===== config.mk =====
export PLATFORM = sky130hd
export DESIGN_NAME = eid_detect
export DESIGN_NICKNAME = d
export VERILOG_FILES = /design/src/rtl/eid_pkg.sv /design/src/rtl/eid_detect.sv /design/src/rtl/eid_sync.sv
export VERILOG_INCLUDE_DIRS = /design/src /design/src/rtl
export SDC_FILE = /design/constraint.sdc
export NUM_CORES = 1
export LEC_CHECK = 0
export ABC_AREA = 0
export CAP_MARGIN = 10
export CELL_PAD_IN_SITES_DETAIL_PLACEMENT = 1
export CELL_PAD_IN_SITES_GLOBAL_PLACEMENT = 2
export CORE_ASPECT_RATIO = 1.4
export CORE_MARGIN = 1.5
export CORE_UTILIZATION = 41
export DETAILED_ROUTE_END_ITERATION = 12
export DONT_BUFFER_PORTS = 1
export GPL_TIMING_DRIVEN = 0
export PLACE_DENSITY = 0.84
export SLEW_MARGIN = 20
export SYNTH_ARGS = -nofsm -noshare
export SYNTH_HDL_FRONTEND = slang
export SYNTH_SLANG_ARGS = --single-unit

===== constraint.sdc =====
create_clock -name pclk -period 14.9 [get_ports pclk]
set_input_delay 1.49 -clock pclk [delete_from_list [all_inputs] [get_ports pclk]]
set_output_delay 1.49 -clock pclk [all_outputs]
set_load 0.005 [all_outputs]

===== src/rtl/eid_defines.svh =====
// register offsets, field positions, reset values and input counts for the external request detector
`ifndef EID_DEFINES_SVH
`define EID_DEFINES_SVH

`define EID_OFF_SENSE_LOW   12'h000
`define EID_OFF_SENSE_HIGH  12'h004
`define EID_OFF_STATUS      12'h008
`define EID_OFF_ENABLE      12'h00C
`define EID_OFF_PRIO_A      12'h010
`define EID_OFF_PRIO_B      12'h014
`define EID_OFF_PRIO_INT    12'h018
`define EID_OFF_SYSCTL      12'h01C
`define EID_OFF_INT_FLAG    12'h020
`define EID_OFF_INT_ENABLE  12'h024

`define EID_NUM_IN          6
`define EID_NUM_INT         4
`define EID_SENSE_RST       12'h000
`define EID_STATUS_RST      6'h00
`define EID_ENABLE_RST      6'h00
`define EID_PRIO_RST        3'h7
`define EID_NMI_EDGE_BIT    3
`define EID_STATUS_BITS     6

`endif


===== src/rtl/eid_pkg.sv =====
// types shared by the external request detector
package eid_pkg;

	typedef enum logic [1:0]
	{
		EID_SENSE_LOW  = 2'h0,
		EID_SENSE_FALL = 2'h1,
		EID_SENSE_RISE = 2'h2,
		EID_SENSE_BOTH = 2'h3
	} eid_sense_t;

	typedef enum logic [1:0]
	{
		EID_CLR_IDLE  = 2'h0,
		EID_CLR_ARMED = 2'h1
	} eid_clr_state_t;

	typedef struct packed
	{
		logic       valid;
		logic [2:0] level;
		logic [3:0] source;
	} eid_req_t;

endpackage : eid_pkg


===== src/rtl/eid_detect.sv =====
// external request detection, pending status, enables, priorities and internal request gating
//
// Behaviour
// - two-bit sense code per input: low level, falling, rising, both edges.
// - low sense register holds input 2 at 5:4, 1 at 3:2, 0 at 1:0.
// - sense codes reset to zero and are read/write.
// - pending flag sets when the selected sense condition occurs.
// - software clears pending only by reading it as 1, then writing 0.
// - low-level mode: taken exception clears pending while the pin is high.
// - edge modes: taken exception clears pending at any pin level, unless a new edge hits in the same cycle.
// - six external requests, each able to wake from standby.
// - non-maskable request always accepted with top priority.
// - edge select bit picks rising or falling non-maskable edge.
// - maskable request reaches the CPU only when its enable bit is set.
// - maskable request carries its programmed priority level.
// - detection is independent of pin direction.
// - internal request issued only when flag and enable are both 1.
// - status flags clearable by software; internal sources take priority levels too.
// - enable bit n enables input n; all reset to 0.
// - priority fields are three bits, 000 lowest, 111 highest.
// - equal levels resolve to the lower source number; fixed order.
`timescale 1ns/10ps
`include "eid_defines.svh"
module eid_detect
	import eid_pkg::*;
(
	input  wire logic        pclk,
	input  wire logic        presetn,
	input  wire logic        psel,
	input  wire logic        penable,
	input  wire logic        pwrite,
	input  wire logic [11:0] paddr,
	input  wire logic [31:0] pwdata,
	input  wire logic [3:0]  pstrb,
	output logic      [31:0] prdata,
	output logic             pready,
	output logic             pslverr,
	input  wire logic [5:0]  ext_req_n,
	input  wire logic        nmi_pin,
	input  wire logic [5:0]  exc_taken,
	input  wire logic        nmi_taken,
	input  wire logic [3:0]  int_src_flag,
	output logic             nmi_req,
	output logic      [5:0]  irq_req,
	output eid_req_t         best_req,
	output logic             wake_req
);
	// ==========================================================
	// functions
	function automatic logic sense_hit(input logic [1:0] code, input logic lvl, input logic fl, input logic rs);
		case (eid_sense_t'(code))
			EID_SENSE_LOW:  sense_hit = ~lvl;
			EID_SENSE_FALL: sense_hit = fl;
			EID_SENSE_RISE: sense_hit = rs;
			EID_SENSE_BOTH: sense_hit = fl | rs;
			default:        sense_hit = 1'b0;
		endcase
	endfunction : sense_hit

	function automatic logic [2:0] prio_field(input logic [7:0] r, input logic hi);
		prio_field = hi ? r[6:4] : r[2:0];
	endfunction : prio_field

	// ==========================================================
	// pin synchronisers
	logic [5:0] pin_lvl;
	logic [5:0] pin_fall;
	logic [5:0] pin_rise;
	logic       nmi_lvl;
	logic       nmi_fall;
	logic       nmi_rise;

	// pins are sampled regardless of their direction setting
	genvar gi;
	generate
		for (gi = 0; gi < `EID_NUM_IN; gi++)
		begin : g_sync
			eid_sync u_sync
			(
				.pclk    (pclk),
				.presetn (presetn),
				.pin     (ext_req_n[gi]),
				.level   (pin_lvl[gi]),
				.fall    (pin_fall[gi]),
				.rise    (pin_rise[gi])
			);
		end
	endgenerate

	eid_sync u_nmi_sync
	(
		.pclk    (pclk),
		.presetn (presetn),
		.pin     (nmi_pin),
		.level   (nmi_lvl),
		.fall    (nmi_fall),
		.rise    (nmi_rise)
	);

	// ==========================================================
	// registers
	logic [11:0]    sense;
	logic [5:0]     pending;
	logic [5:0]     read_one;
	logic [5:0]     enable;
	logic [7:0]     prio_a;
	logic [7:0]     prio_b;
	logic [7:0]     prio_int;
	logic           nmi_edge;
	logic [3:0]     int_enable;
	eid_clr_state_t clr_state;
	logic [11:0]    next_sense;
	logic [5:0]     next_pending;
	logic [5:0]     next_read_one;
	logic [5:0]     next_enable;
	logic [7:0]     next_prio_a;
	logic [7:0]     next_prio_b;
	logic [7:0]     next_prio_int;
	logic           next_nmi_edge;
	logic [3:0]     next_int_enable;
	eid_clr_state_t next_clr_state;

	logic       wr;
	logic       rd;
	logic [5:0] hit;
	logic [5:0] exc_clr;
	logic [5:0] sw_clr;

	assign wr = psel & penable & pwrite & pready;
	assign rd = psel & penable & ~pwrite & pready;

	always_comb
	begin
		next_sense      = sense;
		next_enable     = enable;
		next_prio_a     = prio_a;
		next_prio_b     = prio_b;
		next_prio_int   = prio_int;
		next_nmi_edge   = nmi_edge;
		next_int_enable = int_enable;
		next_read_one   = read_one;
		next_clr_state  = clr_state;
		sw_clr          = 6'h00;
		for (int i = 0; i < `EID_NUM_IN; i++)
		begin
			hit[i]     = sense_hit(sense[2*i +: 2], pin_lvl[i], pin_fall[i], pin_rise[i]);
			// level mode only clears when the pin has returned high
			exc_clr[i] = exc_taken[i] &
				((sense[2*i +: 2] == 2'h0) ? pin_lvl[i] : 1'b1);
		end
		if (rd && paddr == `EID_OFF_STATUS)
		begin
			// arm only flags that the returned word showed as one
			next_read_one  = read_one | (pending & prdata[5:0]);
			next_clr_state = EID_CLR_ARMED;
		end
		if (wr && pstrb[0])
		begin
			case (paddr)
				`EID_OFF_SENSE_LOW:  next_sense[5:0] = pwdata[5:0];
				`EID_OFF_SENSE_HIGH: next_sense[11:6] = pwdata[5:0];
				`EID_OFF_STATUS:
				begin
					// a zero only clears a flag previously read as one
					sw_clr         = (clr_state == EID_CLR_ARMED) ? (read_one & ~pwdata[5:0]) : 6'h00;
					next_read_one  = read_one & ~sw_clr;
					next_clr_state = (next_read_one == 6'h00) ? EID_CLR_IDLE : EID_CLR_ARMED;
				end
				`EID_OFF_ENABLE:     next_enable = pwdata[5:0];
				`EID_OFF_PRIO_A:     next_prio_a = {1'b0, pwdata[6:4], 1'b0, pwdata[2:0]};
				`EID_OFF_PRIO_B:     next_prio_b = {1'b0, pwdata[6:4], 1'b0, pwdata[2:0]};
				`EID_OFF_PRIO_INT:   next_prio_int = {1'b0, pwdata[6:4], 1'b0, pwdata[2:0]};
				`EID_OFF_SYSCTL:     next_nmi_edge = pwdata[`EID_NMI_EDGE_BIT];
				`EID_OFF_INT_ENABLE: next_int_enable = pwdata[3:0];
				default:             next_nmi_edge = nmi_edge;
			endcase
		end
		// new events win over any clear in the same cycle
		next_pending  = (pending & ~sw_clr & ~exc_clr) | hit;
		next_read_one = next_read_one & next_pending;
	end

	always_ff @(posedge pclk or negedge presetn)
	begin
		if (!presetn)
		begin
			sense      <= `EID_SENSE_RST;
			pending    <= `EID_STATUS_RST;
			read_one   <= 6'h00;
			enable     <= `EID_ENABLE_RST;
			prio_a     <= {1'b0, `EID_PRIO_RST, 1'b0, `EID_PRIO_RST};
			prio_b     <= {1'b0, `EID_PRIO_RST, 1'b0, `EID_PRIO_RST};
			prio_int   <= {1'b0, `EID_PRIO_RST, 1'b0, `EID_PRIO_RST};
			nmi_edge   <= 1'b0;
			int_enable <= 4'h0;
			clr_state  <= EID_CLR_IDLE;
		end
		else
		begin
			sense      <= next_sense;
			pending    <= next_pending;
			read_one   <= next_read_one;
			enable     <= next_enable;
			prio_a     <= next_prio_a;
			prio_b     <= next_prio_b;
			prio_int   <= next_prio_int;
			nmi_edge   <= next_nmi_edge;
			int_enable <= next_int_enable;
			clr_state  <= next_clr_state;
		end
	end

	// ==========================================================
	// apb read and answer
	logic [31:0] rdata_mux;
	logic [31:0] next_prdata;
	logic        next_pready;
	logic        next_pslverr;

	always_comb
	begin
		case (paddr)
			`EID_OFF_SENSE_LOW:  rdata_mux = {26'h0000000, sense[5:0]};
			`EID_OFF_SENSE_HIGH: rdata_mux = {26'h0000000, sense[11:6]};
			`EID_OFF_STATUS:     rdata_mux = {26'h0000000, pending};
			`EID_OFF_ENABLE:     rdata_mux = {26'h0000000, enable};
			`EID_OFF_PRIO_A:     rdata_mux = {24'h000000, prio_a};
			`EID_OFF_PRIO_B:     rdata_mux = {24'h000000, prio_b};
			`EID_OFF_PRIO_INT:   rdata_mux = {24'h000000, prio_int};
			`EID_OFF_SYSCTL:     rdata_mux = {28'h0000000, nmi_edge, 3'h0};
			`EID_OFF_INT_FLAG:   rdata_mux = {28'h0000000, int_src_flag};
			`EID_OFF_INT_ENABLE: rdata_mux = {28'h0000000, int_enable};
			default:             rdata_mux = 32'h00000000;
		endcase
		next_pready  = psel & ~penable;
		next_prdata  = (psel & ~penable & ~pwrite) ? rdata_mux : prdata;
		next_pslverr = psel & ~penable & (paddr[1:0] != 2'h0 || paddr > `EID_OFF_INT_ENABLE);
	end

	always_ff @(posedge pclk or negedge presetn)
	begin
		if (!presetn)
		begin
			prdata  <= 32'h00000000;
			pready  <= 1'b0;
			pslverr <= 1'b0;
		end
		else
		begin
			prdata  <= next_prdata;
			pready  <= next_pready;
			pslverr <= next_pslverr;
		end
	end

	// ==========================================================
	// requests and arbitration
	logic       nmi_ev;
	logic       nmi_pend;
	logic [5:0] next_irq_req;
	logic [3:0] int_req;
	logic       next_nmi_pend;
	eid_req_t   next_best;
	logic       next_wake;
	logic [2:0] lvl;

	always_comb
	begin
		nmi_ev        = nmi_edge ? nmi_rise : nmi_fall;
		next_nmi_pend = (nmi_pend & ~nmi_taken) | nmi_ev;
		next_irq_req  = pending & enable;
		int_req       = int_src_flag & int_enable;
		next_best     = '0;
		lvl           = 3'h0;
		// strict greater keeps the lower source on equal levels
		for (int i = 0; i < `EID_NUM_IN; i++)
		begin
			lvl = (i < 2) ? prio_field(prio_a, i == 0) : prio_field(prio_b, i < 4);
			if (next_irq_req[i] && (!next_best.valid || lvl > next_best.level))
			begin
				next_best.valid  = 1'b1;
				next_best.level  = lvl;
				next_best.source = 4'(i);
			end
		end
		for (int j = 0; j < `EID_NUM_INT; j++)
		begin
			lvl = prio_field(prio_int, j < 2);
			if (int_req[j] && (!next_best.valid || lvl > next_best.level))
			begin
				next_best.valid  = 1'b1;
				next_best.level  = lvl;
				next_best.source = 4'(j + `EID_NUM_IN);
			end
		end
		next_wake = next_nmi_pend | (|next_irq_req);
	end

	always_ff @(posedge pclk or negedge presetn)
	begin
		if (!presetn)
		begin
			nmi_pend <= 1'b0;
			nmi_req  <= 1'b0;
			irq_req  <= 6'h00;
			best_req <= '0;
			wake_req <= 1'b0;
		end
		else
		begin
			nmi_pend <= next_nmi_pend;
			nmi_req  <= next_nmi_pend;
			irq_req  <= next_irq_req;
			best_req <= next_best;
			wake_req <= next_wake;
		end
	end

	// ==========================================================
	// checks
	AST_EDGE_SETS: assert property (@(posedge pclk) disable iff (!presetn)
		(sense[1:0] == 2'h1 && pin_fall[0]) |=> pending[0])
		else $error("falling edge did not set pending flag 0");
	AST_NO_BLIND_CLEAR: assert property (@(posedge pclk) disable iff (!presetn)
		(wr && paddr == `EID_OFF_STATUS && !read_one[0] && pending[0]) |=> pending[0])
		else $error("pending flag cleared without prior read");
	AST_EXC_EDGE_CLR: assert property (@(posedge pclk) disable iff (!presetn)
		(sense[1:0] != 2'h0 && exc_taken[0] && !hit[0]) |=> !pending[0])
		else $error("edge mode exception did not clear flag 0");
	AST_EXC_LVL_HOLD: assert property (@(posedge pclk) disable iff (!presetn)
		(sense[3:2] == 2'h0 && !pin_lvl[1]) |=> pending[1])
		else $error("low level lost its pending flag");
	AST_ENABLE_GATE: assert property (@(posedge pclk) disable iff (!presetn)
		irq_req == ($past(pending) & $past(enable)))
		else $error("request not gated by enable");
	AST_NMI_EDGE: assert property (@(posedge pclk) disable iff (!presetn)
		(nmi_edge && nmi_rise) |=> nmi_req)
		else $error("non-maskable rising edge not requested");
	AST_INT_GATE: assert property (@(posedge pclk) disable iff (!presetn)
		(best_req.valid && best_req.source >= 4'h6) |-> |($past(int_req) & (4'h1 << (best_req.source - 4'h6))))
		else $error("internal request without flag and enable");
	AST_PRIO_LEVEL: assert property (@(posedge pclk) disable iff (!presetn)
		(best_req.valid && best_req.source == 4'h0) |-> best_req.level == $past(prio_a[6:4]))
		else $error("input 0 carries wrong priority");
	AST_APB_ONE_WAIT: assert property (@(posedge pclk) disable iff (!presetn)
		(psel && !penable) |=> pready)
		else $error("apb answer not in one cycle");

endmodule : eid_detect


===== src/rtl/eid_sync.sv =====
// two-flip-flop synchroniser with edge outputs for request pins
`timescale 1ns/10ps
module eid_sync
	import eid_pkg::*;
(
	input  wire logic pclk,
	input  wire logic presetn,
	input  wire logic pin,
	output logic      level,
	output logic      fall,
	output logic      rise
);
	logic meta;
	logic sync;
	logic prev;

	// first stage feeds the second only
	always_ff @(posedge pclk or negedge presetn)
	begin
		if (!presetn)
		begin
			meta <= 1'b1;
			sync <= 1'b1;
			prev <= 1'b1;
		end
		else
		begin
			meta <= pin;
			sync <= meta;
			prev <= sync;
		end
	end

	// edges compare consecutive synchronised samples
	assign level = sync;
	assign fall  = prev & ~sync;
	assign rise  = ~prev & sync;

endmodule : eid_sync

==> run metrics <==
Longest Clk Path Bufs 2; Final period util 0.9223; min Tclk post-route 13740 ps; final setup fails 0; Worst Setup Slack post-DPL 1073 ps; Crit Path Category flop to flop; core area 13970 um^2; commonest non-fill, non-tap cell in the layout dfrtp_1; Fin. Hold Viols 0; largest net degree at the start of global routing 102; slowest CP cell dfrtp_1; met1 usage 0.2170; Fmax 0.07277 GHz; Fin Clk Skew 9.047 ps; first-pass GRT wire length 25010 um; CTS tree built; Vert. Die Dim 144.8 um; Die X-Extent 104.3 um; Port Buffers 0; Crit path buffers/inverters 3; via count 4289; Final Max Slew Viols 0; worst setup margin 1157 ps; wirelength, routed 15920 um; Post-DP Area 6210 um^2; clk slew on worst S/H paths 70 ps; VDD IR max 45.43 uV; EDFF count, synth 0; P_leak 2.986 nW; number of global-route vias before repair 4636; Crit path max-delay family compound AO/OA/AOI/OAI gates; DR vias/cell 5.651; Worst Hold Class flop to flop; met2 usage 0.4235; max_slew headroom 0.4432; Cell Pwr Density 85.92 nW/um^2; Seq cells post-synth 101; starting DRC count in detailed routing 149; status finished, final reports clean; Netlist Area Pre-Place 5888 um^2; die area 15100 um^2; gr busiest metal met2; worst slew pin tran 828.3 ps; initial antenna violation count 0; total gr overflow 0; GRT Overall Usage 0.2177; Num CTS Buffers 9; Antenna Cells 0; initial core utilization 0.4213; clk_lat worst skew 350 ps; FF-to-FF setup slack 1160 ps; Syn Inst Count 534; Post-DP HPWL 12290 um; async set-reset flop share out of synthesis 1.000; design area 6561 um^2; Placer Congestion 0.8667; htree depth 3; main flop type after synthesis dfrtp_1; share of post-route cells with drive strength above 1 0.2875; most frequent cells in the layout dfrtp_1, mux2_2, inv_1, dfstp_2; worst endpoint data arrival time 14000 ps; library cells used by synthesis 67; max-cap viol count 0; sequential fraction of the synthesis area 0.4375; most numerous cell on the critical path a21oi_1; root cell of the clock tree clkbuf_16; CP Capture Type flop; M3 GR Usage 0.03538; yosys warns 0; routed length per instance 20.97 um; crit path max fanout 9; syn_area_per_cell 11.03 um^2; io pins 121; setup TNS 0 ps; DRT Pass-1 Iters 4; Placement Rows 51; post-CTS setup buffers 0; Final Net Count 678; remaining antenna violation count 0; Num Clock Sinks 101; worst hold slack 356.5 ps; Area Growth Syn to Fin 11.43%; crit path launch type flop; total power 0.5638 mW; RSZ-0062 raised after global routing no; CP max stage delay 450 ps; CP Data Required Time 15150 ps; DRC 0
synthesized netlist by cell type (all sizes together), types with 6 or more instances:
| master | count | area share |
|---|---|---|
| nor4 | 10 | 0.023 |
| nand2 | 39 | 0.028 |
| a21oi | 29 | 0.025 |
| dfstp | 39 | 0.17 |
| a31o | 6 | 0.0089 |
| o211ai | 7 | 0.0089 |
| and3 | 7 | 0.0074 |
| a22oi | 14 | 0.018 |
| mux2 | 48 | 0.092 |
| nand2b | 9 | 0.0096 |
| nor2 | 21 | 0.018 |
| mux2i | 9 | 0.015 |
| buf | 29 | 0.037 |
| inv | 43 | 0.027 |
| a31oi | 7 | 0.010 |
| ha | 38 | 0.081 |
| a222oi | 7 | 0.012 |
| a21o | 10 | 0.013 |
| o21ai | 25 | 0.023 |
| dfrtp | 62 | 0.26 |
report_power, final:
part	internal (mW)	leakage [nW]	switching (mW)
combinational	0.00871	1.58	0.00770
clock	0.157	0.162	0.105
sequential	0.281	1.25	0.00412
total	0.447	2.99	0.117
routing by layer:
layer	wire length [um]	part of all wire
met5	0	0
met2	8920	0.56
met4	754	0.047
met1	5692	0.36
met3	547	0.034
final cells by class:
class                      count  area (um^2)
buffer                        31        222.7
clock buffer                  11        252.7
clock inverter                 5        81.33
fill                        1506         7413
inverter                      43        161.4
multi-input combinational    383         3035
sequential                   101         2576
tap                          185        231.5
state kept, by name, indices dropped and copies added (netlist names), 2 cells and up:
register and count:
enable 6, sense 12, best_req 8, prio_b 6
prio_a 6, pending 6, irq_req 6, g_sync.u_sync.meta 6
read_one 6, clr_state 2, g_sync.u_sync.prev 6, int_enable 4
prdata 7, g_sync.u_sync.level 6, prio_int 6
through the flow:
stage | instances | utilization
global route | 759 | 0.4695
global placement | 743 | 0.4444
floorplan | 558 | -
CTS | 759 | 0.4683
detailed placement | 743 | 0.4444
finish | 759 | 0.4695
kinds of logic after synthesis:
kind of cell | after synthesis | share of synthesized area
buf+inv | 74 | 0.06523
fa+ha+maj | 38 | 0.08075
other cells | 1 | 0.0006369
simple gates | 127 | 0.1405
compound gates | 135 | 0.1645
mux | 58 | 0.1109
flops | 101 | 0.4375
timing repair:
item	4_1_cts	5_1_grt
endpoints found under the setup margin	0	2
hold buffers	0	0
gates resized for setup	0	1
worst paths after layout:
| kind | to | depth (start not counted) | start |
|---|---|---|---|
| max in group asynchronous | prio_a[1] | 0 | presetn |
| worst min-delay path | g_sync[3].u_sync.level | 0 | g_sync[3].u_sync.meta |
| worst max register to register | best_req[6] | 61 | pending[0] |
| worst min register to register | g_sync[3].u_sync.level | 0 | g_sync[3].u_sync.meta |
| worst max-delay path | best_req[6] | 61 | pending[0] |
| min in group asynchronous | wake_req | 0 | presetn |
(Power assumes the default switching activity.)
